File: config.mk
export PLATFORM = sky130hd
export DESIGN_NAME = elc_link_cfg
export DESIGN_NICKNAME = d
export VERILOG_FILES = /design/src/logic/elc_pkg.sv /design/src/logic/elc_link_cfg.sv
export SDC_FILE = /design/constraint.sdc
export NUM_CORES = 1
export LEC_CHECK = 0
export ABC_CLOCK_PERIOD_IN_PS = 2300
export BUFFER_PORTS_ARGS = -buffer_cell sky130_fd_sc_hd__buf_4
export CELL_PAD_IN_SITES_DETAIL_PLACEMENT = 0
export CELL_PAD_IN_SITES_GLOBAL_PLACEMENT = 1
export CORE_MARGIN = 2
export CORE_UTILIZATION = 45
export DETAILED_ROUTE_END_ITERATION = 10
export GPL_TIMING_DRIVEN = 0
export HOLD_SLACK_MARGIN = 0.15
export PLACE_DENSITY = 0.88
export SETUP_SLACK_MARGIN = 0.1
export SLEW_MARGIN = 20
export SYNTH_ARGS = -nofsm -noshare
export SYNTH_HDL_FRONTEND = slang
export SYNTH_HIERARCHICAL = 1
export SYNTH_SLANG_ARGS = --single-unit
File: constraint.sdc
create_clock -name i_clk -period 2.3 [get_ports i_clk]
set_clock_uncertainty 0.2 [all_clocks]
set_input_delay 0.46 -clock i_clk [delete_from_list [all_inputs] [get_ports i_clk]]
set_output_delay 0.46 -clock i_clk [all_outputs]
set_load 0.005 [all_outputs]
File: src/logic/elc_pkg.sv
// package for the external link control block
// offsets are register indices on the plain register port
package elc_pkg;
    localparam int NLINK = 8;
    localparam int GAP_W = 11;
    localparam int EP_W = 5;
    localparam int AW = 8;
    // register indices
    localparam logic [7:0] CTL_BASE = 8'h80;
    localparam logic [7:0] FWD_BASE = 8'hA0;
    localparam logic [7:0] IRQ_STAT = 8'hC0;
    localparam logic [7:0] IRQ_MASK = 8'hC1;
    // link control field positions
    localparam int B_EN = 31;
    localparam int B_WIDE = 30;
    localparam int B_RXERR = 27;
    localparam int B_RXCR = 26;
    localparam int B_TXCR = 25;
    localparam int B_GREET = 24;
    localparam int B_RXRST = 23;
    localparam int SYM_LSB = 11;
    localparam int TOK_LSB = 0;
    // fixed forward field positions
    localparam int F_EN = 31;
    localparam int F_PROC = 8;
    localparam int F_EP_LSB = 0;
    // interrupt status layout: errors low, credit gained high
    localparam int I_ERR_LSB = 0;
    localparam int I_CR_LSB = 8;
    // forward register n serves link n xor this (C,D,A,B,G,H,E,F)
    localparam logic [2:0] FWD_SWAP = 3'h2;
    localparam logic [31:0] RST_WORD = 32'h0000_0000;

    typedef struct packed {
        logic en;
        logic wide;
        logic [GAP_W-1:0] sym_gap;
        logic [GAP_W-1:0] tok_gap;
    } elc_ctl_s;

    typedef struct packed {
        logic en;
        logic proc;
        logic [EP_W-1:0] endpoint;
    } elc_fwd_s;
endpackage

File: src/logic/elc_link_cfg.sv
// link control, status, pacing and fixed forwarding for 8 links
// assumes the link datapath reports events as one-cycle pulses
// and all inputs are synchronous to i_clk
//
// Design decision made here: the strobed register port.
`timescale 1ns/1ps
`default_nettype none

// symbol pacing for one link transmitter
module elc_pace
    import elc_pkg::*;
#(
    parameter int GW = GAP_W
) (
    // clock and reset
    input wire logic i_clk,
    input wire logic i_nrst,
    input wire logic i_ce,
    // settings
    input wire logic i_en,
    input wire logic [GW-1:0] i_sym_gap,
    input wire logic [GW-1:0] i_tok_gap,
    // symbol handshake
    input wire logic i_sym_valid,
    input wire logic i_sym_last,
    output logic o_sym_ready
);
    logic [GW:0] cnt_q;
    logic [GW:0] load;
    logic take;

    assign o_sym_ready = i_en && (cnt_q == '0);
    assign take = i_ce && i_sym_valid && o_sym_ready;
    // gap plus one idle
    assign load = i_sym_last ? ({1'b0, i_tok_gap} + 1'b1)
                             : ({1'b0, i_sym_gap} + 1'b1);

    // idle counter, gap is a minimum so a slow source is fine
    always_ff @(posedge i_clk or negedge i_nrst) begin
        if (!i_nrst) begin
            cnt_q <= '0;
        end else if (take) begin
            cnt_q <= load;
        end else if (i_ce && cnt_q != '0) begin
            cnt_q <= cnt_q - 1'b1;
        end
    end

    a_pace_load: assert property (@(posedge i_clk) disable iff (!i_nrst)
        take |=> cnt_q == $past(load))
        else $error("pacing counter not loaded with gap plus one");
    a_pace_hold: assert property (@(posedge i_clk)
        disable iff (!i_nrst) take |=> !o_sym_ready)
        else $error("symbol ready during idle gap");
    a_pace_idle: assert property (@(posedge i_clk) disable iff (!i_nrst)
        (take && !i_sym_last && i_sym_gap == '0)
            |=> !o_sym_ready ##1 (o_sym_ready || !$past(i_ce) || !i_en))
        else $error("zero gap must give exactly one idle clock");
endmodule

// Contract
// enable bit turns link on and off
// enable bit gives pins to the link
// width bit: clear two wire, set five
// receive error on overflow or bad token
// status shows credit granted to remote
// status shows credit held for sending
// greeting clears credit, sends greeting token
// restart resets receiver to token start
// symbol gap at least field plus one
// token gap at least field plus one
// eight control registers from base index
// fixed forward sends all to endpoint
// one bit selects destination processor
// five bit field selects target endpoint
// forward registers ordered C,D,A,B,G,H,E,F
// command bits pulse, read zero
module elc_link_cfg
    import elc_pkg::*;
(
    // clock, reset, enable
    input wire logic i_clk,
    input wire logic i_nrst,
    input wire logic i_ce,
    // register port
    input wire logic [AW-1:0] i_addr,
    input wire logic [31:0] i_wdata,
    input wire logic i_wr,
    input wire logic i_rd,
    output logic [31:0] o_rdata,
    // link datapath events
    input wire logic [NLINK-1:0] i_rx_overflow,
    input wire logic [NLINK-1:0] i_rx_illegal,
    input wire logic [NLINK-1:0] i_credit_issued,
    input wire logic [NLINK-1:0] i_credit_received,
    // transmit symbol handshake
    input wire logic [NLINK-1:0] i_sym_valid,
    input wire logic [NLINK-1:0] i_sym_last,
    output logic [NLINK-1:0] o_sym_ready,
    // link control outputs
    output logic [NLINK-1:0] o_link_en,
    output logic [NLINK-1:0] o_pin_own,
    output logic [NLINK-1:0] o_wide_signalling_select,
    output logic [NLINK-1:0] o_send_greeting,
    output logic [NLINK-1:0] o_receiver_restart,
    // fixed forwarding per link, indexed by link letter A=0
    output elc_fwd_s [NLINK-1:0] o_fwd,
    // interrupt
    output logic o_irq
);
    elc_ctl_s [NLINK-1:0] ctl_q;
    elc_fwd_s [NLINK-1:0] fwd_q;
    logic [NLINK-1:0] rxerr_q;
    logic [NLINK-1:0] rxcr_q;
    logic [NLINK-1:0] txcr_q;
    logic [NLINK-1:0] greet_q;
    logic [NLINK-1:0] rst_q;
    logic [2*NLINK-1:0] stat_q;
    logic [2*NLINK-1:0] mask_q;
    logic [31:0] rdata_q;
    logic [NLINK-1:0] ctl_wr;
    logic [NLINK-1:0] fwd_wr;
    logic [NLINK-1:0] err_ev;
    logic [NLINK-1:0] cr_ev;
    logic [31:0] rd_d;
    logic wr;
    logic rd;

    assign wr = i_ce && i_wr;
    assign rd = i_ce && i_rd;
    assign err_ev = i_rx_overflow | i_rx_illegal;
    assign cr_ev = i_credit_received & ~txcr_q;

    // one control register per link
    always_comb begin
        for (int n = 0; n < NLINK; n++) begin
            ctl_wr[n] = wr && (i_addr == CTL_BASE + AW'(n));
            fwd_wr[n] = wr && (i_addr == FWD_BASE + AW'(n));
        end
    end

    // configuration registers
    always_ff @(posedge i_clk or negedge i_nrst) begin
        if (!i_nrst) begin
            ctl_q <= '0;
        end else begin
            for (int n = 0; n < NLINK; n++) begin
                if (ctl_wr[n]) begin
                    // enable and width from write
                    ctl_q[n].en <= i_wdata[B_EN];
                    ctl_q[n].wide <= i_wdata[B_WIDE];
                    ctl_q[n].sym_gap <= i_wdata[SYM_LSB +: GAP_W];
                    ctl_q[n].tok_gap <= i_wdata[TOK_LSB +: GAP_W];
                end
            end
        end
    end

    // fixed forwarding registers
    always_ff @(posedge i_clk or negedge i_nrst) begin
        if (!i_nrst) begin
            fwd_q <= '0;
        end else begin
            for (int n = 0; n < NLINK; n++) begin
                if (fwd_wr[n]) begin
                    // forward fields
                    fwd_q[n].en <= i_wdata[F_EN];
                    fwd_q[n].proc <= i_wdata[F_PROC];
                    fwd_q[n].endpoint <= i_wdata[F_EP_LSB +: EP_W];
                end
            end
        end
    end

    // command pulses, one cycle after the write
    always_ff @(posedge i_clk or negedge i_nrst) begin
        if (!i_nrst) begin
            greet_q <= '0;
            rst_q <= '0;
        end else if (i_ce) begin
            for (int n = 0; n < NLINK; n++) begin
                // zero write does nothing
                greet_q[n] <= ctl_wr[n] && i_wdata[B_GREET];
                rst_q[n] <= ctl_wr[n] && i_wdata[B_RXRST];
            end
        end
    end

    // link status; a new event beats a same-cycle clear
    always_ff @(posedge i_clk or negedge i_nrst) begin
        if (!i_nrst) begin
            rxerr_q <= '0;
            rxcr_q <= '0;
            txcr_q <= '0;
        end else if (i_ce) begin
            // error sticky until receiver restart
            rxerr_q <= err_ev | (rxerr_q & ~rst_q);
            // granted credit dropped by restart
            rxcr_q <= i_credit_issued | (rxcr_q & ~rst_q);
            // held credit dropped by greeting
            txcr_q <= i_credit_received | (txcr_q & ~greet_q);
        end
    end

    // interrupt status, write one to clear
    always_ff @(posedge i_clk or negedge i_nrst) begin
        if (!i_nrst) begin
            stat_q <= '0;
            mask_q <= '0;
        end else if (i_ce) begin
            if (wr && i_addr == IRQ_MASK) begin
                mask_q <= i_wdata[2*NLINK-1:0];
            end
            if (wr && i_addr == IRQ_STAT) begin
                stat_q <= {cr_ev, err_ev} |
                          (stat_q & ~i_wdata[2*NLINK-1:0]);
            end else begin
                stat_q <= {cr_ev, err_ev} | stat_q;
            end
        end
    end

    // read mux; command and reserved bits read zero
    always_comb begin
        rd_d = RST_WORD;
        for (int n = 0; n < NLINK; n++) begin
            if (i_addr == CTL_BASE + AW'(n)) begin
                rd_d[B_EN] = ctl_q[n].en;
                rd_d[B_WIDE] = ctl_q[n].wide;
                rd_d[B_RXERR] = rxerr_q[n];
                rd_d[B_RXCR] = rxcr_q[n];
                rd_d[B_TXCR] = txcr_q[n];
                rd_d[SYM_LSB +: GAP_W] = ctl_q[n].sym_gap;
                rd_d[TOK_LSB +: GAP_W] = ctl_q[n].tok_gap;
            end
            if (i_addr == FWD_BASE + AW'(n)) begin
                rd_d[F_EN] = fwd_q[n].en;
                rd_d[F_PROC] = fwd_q[n].proc;
                rd_d[F_EP_LSB +: EP_W] = fwd_q[n].endpoint;
            end
        end
        if (i_addr == IRQ_STAT) begin
            rd_d[2*NLINK-1:0] = stat_q;
        end
        if (i_addr == IRQ_MASK) begin
            rd_d[2*NLINK-1:0] = mask_q;
        end
    end

    // read data stands only in the cycle after the strobe
    always_ff @(posedge i_clk or negedge i_nrst) begin
        if (!i_nrst) begin
            rdata_q <= '0;
        end else if (i_ce) begin
            rdata_q <= rd ? rd_d : RST_WORD;
        end
    end

    // per-link pacing and outputs
    for (genvar g = 0; g < NLINK; g++) begin : g_link
        // symbol and token gaps
        elc_pace #(.GW(GAP_W)) u_pace (
            .i_clk(i_clk),
            .i_nrst(i_nrst),
            .i_ce(i_ce),
            .i_en(ctl_q[g].en),
            .i_sym_gap(ctl_q[g].sym_gap),
            .i_tok_gap(ctl_q[g].tok_gap),
            .i_sym_valid(i_sym_valid[g]),
            .i_sym_last(i_sym_last[g]),
            .o_sym_ready(o_sym_ready[g])
        );
        // letter order of forward registers
        assign o_fwd[g] = fwd_q[3'(g) ^ FWD_SWAP];
    end

    // enable drives link and pin mux
    always_comb begin
        for (int n = 0; n < NLINK; n++) begin
            o_link_en[n] = ctl_q[n].en;
        end
    end
    assign o_pin_own = o_link_en;
    // wide select
    always_comb begin
        for (int n = 0; n < NLINK; n++) begin
            o_wide_signalling_select[n] = ctl_q[n].wide;
        end
    end
    // command pulses out
    assign o_send_greeting = greet_q;
    assign o_receiver_restart = rst_q;
    assign o_rdata = rdata_q;
    assign o_irq = |(stat_q & mask_q);

    a_en_write: assert property (@(posedge i_clk) disable iff (!i_nrst)
        ctl_wr[0] |=> o_link_en[0] == $past(i_wdata[B_EN]))
        else $error("link enable does not follow write");
    a_pin_mux: assert property (@(posedge i_clk) disable iff (!i_nrst)
        o_pin_own == o_link_en)
        else $error("pin ownership differs from enable");
    a_wide_write: assert property (@(posedge i_clk) disable iff (!i_nrst)
        ctl_wr[3] |=> o_wide_signalling_select[3] == $past(i_wdata[B_WIDE]))
        else $error("width select does not follow write");
    a_err_set: assert property (@(posedge i_clk) disable iff (!i_nrst)
        (i_ce && err_ev[0]) |=> rxerr_q[0] && stat_q[I_ERR_LSB])
        else $error("receive error not flagged");
    a_rxcr_clr: assert property (@(posedge i_clk) disable iff (!i_nrst)
        (i_ce && rst_q[1] && !i_credit_issued[1]) |=> !rxcr_q[1])
        else $error("granted credit survives restart");
    a_txcr_set: assert property (@(posedge i_clk) disable iff (!i_nrst)
        (i_ce && i_credit_received[2]) |=> txcr_q[2])
        else $error("held credit not shown");
    a_greet_seq: assert property (@(posedge i_clk) disable iff (!i_nrst)
        (ctl_wr[0] && i_wdata[B_GREET] && i_ce) |=> o_send_greeting[0]
            ##1 (!$past(i_ce) || ((!o_send_greeting[0] || $past(ctl_wr[0]))
            && (txcr_q[0] == $past(i_credit_received[0])))))
        else $error("greeting pulse or credit clear wrong");
    a_restart_pulse: assert property (@(posedge i_clk) disable iff (!i_nrst)
        (ctl_wr[5] && i_wdata[B_RXRST]) |=> o_receiver_restart[5])
        else $error("receiver restart pulse missing");
    a_ctl_read: assert property (@(posedge i_clk) disable iff (!i_nrst)
        (rd && i_addr == CTL_BASE + AW'(7)) |=>
            o_rdata[TOK_LSB +: GAP_W] == $past(ctl_q[7].tok_gap))
        else $error("control register seven misread");
    a_fwd_map: assert property (@(posedge i_clk) disable iff (!i_nrst)
        o_fwd[0] == fwd_q[2] && o_fwd[2] == fwd_q[0] && o_fwd[4] == fwd_q[6])
        else $error("forward letter order wrong");
    a_fwd_field: assert property (@(posedge i_clk) disable iff (!i_nrst)
        fwd_wr[1] |=> o_fwd[3].endpoint == $past(i_wdata[EP_W-1:0])
            && o_fwd[3].en == $past(i_wdata[F_EN])
            && o_fwd[3].proc == $past(i_wdata[F_PROC]))
        else $error("forward fields not stored");
    a_cmd_zero: assert property (@(posedge i_clk) disable iff (!i_nrst)
        $past(rd) && $past(i_ce) |-> !o_rdata[B_GREET] && !o_rdata[B_RXRST])
        else $error("command bit reads nonzero");
    a_irq_level: assert property (@(posedge i_clk) disable iff (!i_nrst)
        o_irq == |(stat_q & mask_q))
        else $error("interrupt level wrong");

    // flag, pulse, forward and read port checks
    a_en_hold: assert property (@(posedge i_clk)
        disable iff (!i_nrst) !ctl_wr[2] |=> $stable(o_link_en[2]))
        else $error("link enable changed without a write");
    a_ready_off: assert property (@(posedge i_clk)
        disable iff (!i_nrst) !o_link_en[3] |-> !o_sym_ready[3])
        else $error("disabled link offers symbol ready");
    a_wide_hold: assert property (@(posedge i_clk)
        disable iff (!i_nrst)
        !ctl_wr[6] |=> $stable(o_wide_signalling_select[6]))
        else $error("width select changed without a write");
    a_err_hold: assert property (@(posedge i_clk)
        disable iff (!i_nrst) (i_ce && rxerr_q[3] && !rst_q[3]) |=> rxerr_q[3])
        else $error("receive error lost without restart");
    a_stat_clear: assert property (@(posedge i_clk)
        disable iff (!i_nrst)
        (wr && i_addr == IRQ_STAT && i_wdata[I_ERR_LSB + 1]
            && !err_ev[1]) |=> !stat_q[I_ERR_LSB + 1])
        else $error("error status not cleared by write one");
    a_rxcr_set: assert property (@(posedge i_clk)
        disable iff (!i_nrst) (i_ce && i_credit_issued[2]) |=> rxcr_q[2])
        else $error("granted credit not shown");
    a_txcr_clr: assert property (@(posedge i_clk)
        disable iff (!i_nrst)
        (i_ce && greet_q[5] && !i_credit_received[5]) |=> !txcr_q[5])
        else $error("held credit survives greeting");
    a_err_clr: assert property (@(posedge i_clk)
        disable iff (!i_nrst) (i_ce && rst_q[2] && !err_ev[2]) |=> !rxerr_q[2])
        else $error("receive error survives restart");
    a_fwd_en: assert property (@(posedge i_clk)
        disable iff (!i_nrst)
        fwd_wr[6] |=> o_fwd[4].en == $past(i_wdata[F_EN]))
        else $error("forward enable not stored");
    a_fwd_proc: assert property (@(posedge i_clk)
        disable iff (!i_nrst)
        fwd_wr[5] |=> o_fwd[7].proc == $past(i_wdata[F_PROC]))
        else $error("forward processor not stored");
    a_greet_zero: assert property (@(posedge i_clk)
        disable iff (!i_nrst)
        (ctl_wr[4] && !i_wdata[B_GREET]) |=> !o_send_greeting[4])
        else $error("greeting sent on a zero write");
    a_restart_once: assert property (@(posedge i_clk)
        disable iff (!i_nrst)
        o_receiver_restart[5] |->
            $past(ctl_wr[5] && i_wdata[B_RXRST]) || !$past(i_ce))
        else $error("restart pulse without a command write");
    a_rd_idle: assert property (@(posedge i_clk)
        disable iff (!i_nrst)
        ($past(i_ce) && !$past(rd)) |-> o_rdata == RST_WORD)
        else $error("read data outside the read cycle");
endmodule

`default_nettype wire

==> impl_metrics.env <==
export IMPL_status="complete, but fails checks"
export IMPL_violations="setup timing"
export IMPL_ir_worst_vdd_mv=0.658
export IMPL_io_buffers=206
export IMPL_grt_pass1_wl_mm=166
export IMPL_synth_top_area_share_pct=42.1
export IMPL_rows=88
export IMPL_maxSlewViolCount=0
export IMPL_relSlewSlack_pct=12.8
export IMPL_root_buffer="clkbuf_16"
export IMPL_whs_ns=0.190
export IMPL_setup_viol=62
export IMPL_min_path_type="in2async"
export IMPL_yosysMostFrequentCell="dfrtp_1"
export IMPL_start_util_pct=45.6
export IMPL_fin_cells=3913
export IMPL_critPathBufInv=2
export IMPL_viasPerCell=6.52
export IMPL_cp_slowest_cell="or4b_4"
export IMPL_ant_nets=0
export IMPL_ys_flop_type="dfrtp_1"
export IMPL_yosysSeqAreaShare_pct=42.1
export IMPL_finalHoldViolations=0
export IMPL_max_slew_worst_pin_slew_ns=1.31
export IMPL_path_cells="inv_2, ha_4, or4b_4, nor2_4, and4_1, buf_4"
export IMPL_worst_slack_ns=-0.544
export IMPL_vias=25531
export IMPL_antenna_found_initial=4
export IMPL_clockBufferDepth=3
export IMPL_max_freq_mhz=352
export IMPL_clock_sinks=443
export IMPL_synthArstFlopShare_pct=100
export IMPL_layout_drive_gt1_share_pct=39.1
export IMPL_io_pins=230
export IMPL_cp_required_ns=1.64
export IMPL_drc_errors=0
export IMPL_avgSynthCellArea_um2=10.1
export IMPL_critPathCaptureType="output pin"
export IMPL_r2r_end="g_link[6].u_pace/cnt_q[8]"
export IMPL_synth_cell_type_count=91
export IMPL_r2r_start="g_link[6].u_pace/cnt_q[0]"
export IMPL_gr_usage_all_layers_pct=37.3
export IMPL_synth_top_area_cell="dfrtp_1"
export IMPL_drt_initial_drc_count=2955
export IMPL_p_leak_nw=15.0
export IMPL_dr_pass1_iters=5
export IMPL_grt_pass1_vias=24728
export IMPL_final_util_pct=61.0
export IMPL_start_kind="register"
export IMPL_worst_setup_path_type="reg2out"
export IMPL_cts_buffers=50
export IMPL_clkTransAtPathRegs_ns=0.06
export IMPL_reg2reg_depth=10
export IMPL_worst_r2r_setup_slack_ns=-0.31
export IMPL_synth_cell_area_um2=26400
export IMPL_dpl_hpwl_mm=83.6
export IMPL_synthCells=2616
export IMPL_die_x_um=246
export IMPL_num_nets_final=3225
export IMPL_yosys_top_cells_count="dfrtp_1, nand2_1, mux2_2"
export IMPL_crit_family="simple AND/OR/NAND/NOR gates"
export IMPL_slowest_delay_ns=0.50
export IMPL_rsz0062_at_grt="true"
export IMPL_layout_min_cycle_time_ns=2.84
export IMPL_placed_area_um2=30100
export IMPL_place_inst=3596
export IMPL_die_h_um=246
export IMPL_maxCapViolCount=0
export IMPL_power_density_nw_per_um2=632
export IMPL_synth_seq_cells=443
export IMPL_grt_overflow=0
export IMPL_synth_edf_count=0
export IMPL_worst_path_max_fanout=2
export IMPL_final_cell_area_um2=35300
export IMPL_crit_start="g_link[2].u_pace/cnt_q[1]"
export IMPL_clk_latency_ns=0.63
export IMPL_grt_max_degree=93
export IMPL_drt_total_wl_mm=115
export IMPL_core_region_area_um2=57800
export IMPL_area_growth_pct=33.8
export IMPL_critical_path_arrival_ns=2.18
export IMPL_synth_area_leaders="dfrtp_1, mux2_2, nand2_1"
export IMPL_period_share_pct=124
export IMPL_wire_per_inst_um=29.5
export IMPL_yosysWarnings=6
export IMPL_cts_tree="built"
export IMPL_die_area_um2=60500
export IMPL_routabilityCongestion=1.02
export IMPL_htreeDepth=2
## flip-flops by register name, summed over array words and instances, names as in the netlist
name / cells
ctl_q: 176
g_link.u_pace/cnt_q: 96
o_fwd: 56
o_rdata: 27
mask_q: 16
stat_q: 16
o_link_en: 8
o_receiver_restart: 8
o_send_greeting: 8
o_wide_signalling_select: 8
rxcr_q: 8
rxerr_q: 8
txcr_q: 8
## metal layers
layer | track usage [%] | wire length (um) | vias to the layer above
met5 | 0 | 23 | -
li1 | - | - | 10762
met3 | 7.19 | 11300 | 437
met1 | 49.0 | 45000 | 12715
met2 | 56.9 | 50700 | 1613
met4 | 22.5 | 8210 | 4
## metrics by stage
step | setup WS, ns | setup TNS [ns] | power (mW)
after detailed placement | -1.46 | -257.15 | 12.5
after CTS | -0.571 | -5.50 | 21.7
after floorplan | -0.182 | -7.07 | 11.1
final | -0.544 | -11.78 | 22.3
after global placement | -4.01 | -1993.54 | 12.3
after global routing | -0.583 | -16.02 | 23.0
## cell families after synthesis
kind of cell,after synthesis,share of synthesized area [%]
AND/OR/NAND/NOR,857,17.3
adder cells (fa/ha/maj),24,1.14
AO/OA/AOI/OAI,626,17.5
other,1,0.0142
XOR/XNOR,88,2.92
flip-flops,443,42.1
buffers and inverters,220,3.96
multiplexers,357,15.1
## how the worst max path moves through the flow
| stage | endpoint | slack, ns | cells after the start |
|---|---|---|---|
| 2_1_floorplan | o_rdata[8] | -0.18 | 7 |
| 3_3_place_gp | o_fwd[13] | -4.01 | 1 |
| 3_5_place_dp | o_rdata[19] | -1.46 | 10 |
| 4_1_cts | o_sym_ready[3] | -0.57 | 6 |
| 5_1_grt | o_sym_ready[5] | -0.58 | 6 |
| 6_report | o_sym_ready[2] | -0.54 | 6 |
## cells in the final DEF, fill, tap and decap left out, types with 19 or more instances in the layout
cell,n
a21oi_2,24
buf_12,19
nor3b_2,24
nand3_1,91
nor3_1,36
mux2i_1,74
a22o_1,39
buf_4,378
dfrtp_2,40
nand4_1,27
nand3b_1,19
mux2_2,182
nand2_2,20
xnor2_1,44
clkbuf_16,51
inv_1,37
nand2_1,262
nor2_1,132
o21ai_1,73
nand4b_1,25
dfrtp_1,403
xor2_1,40
a21oi_1,93
or3_1,25
o21ai_0,111
buf_6,58
dlygate4sd3_1,59
mux2_4,92
a21boi_0,25
clkbuf_1,28
a221oi_2,30
## power by group
group	total [mW]	switching, mW	internal, mW
Clock	8.57	3.51	5.06
Combinational	4.37	2.34	2.04
Sequential	9.35	0.983	8.37
Total	22.3	6.83	15.5
## area by class of cell
type,instances,area (um2)
timing repair buffer,436,3760
sequential,443,11100
clock buffer,69,1440
inverter,55,206
tap,765,957
multi-input combinational,1957,16000
antenna,2,5.00
buffer,165,1430
clock inverter,21,283
fill,4640,22500
## repair_timing
| item | 4_1_cts | 5_1_grt |
|---|---|---|
| setup buffers | 93 | 77 |
| endpoints found under the hold margin | 405 | 0 |
| endpoints found under the setup margin | 394 | 215 |
| hold buffers | 59 | 0 |
| resized for setup | 236 | 187 |
| pin swaps | 38 | 77 |
No activity file was read; power rests on OpenSTA's default activity.
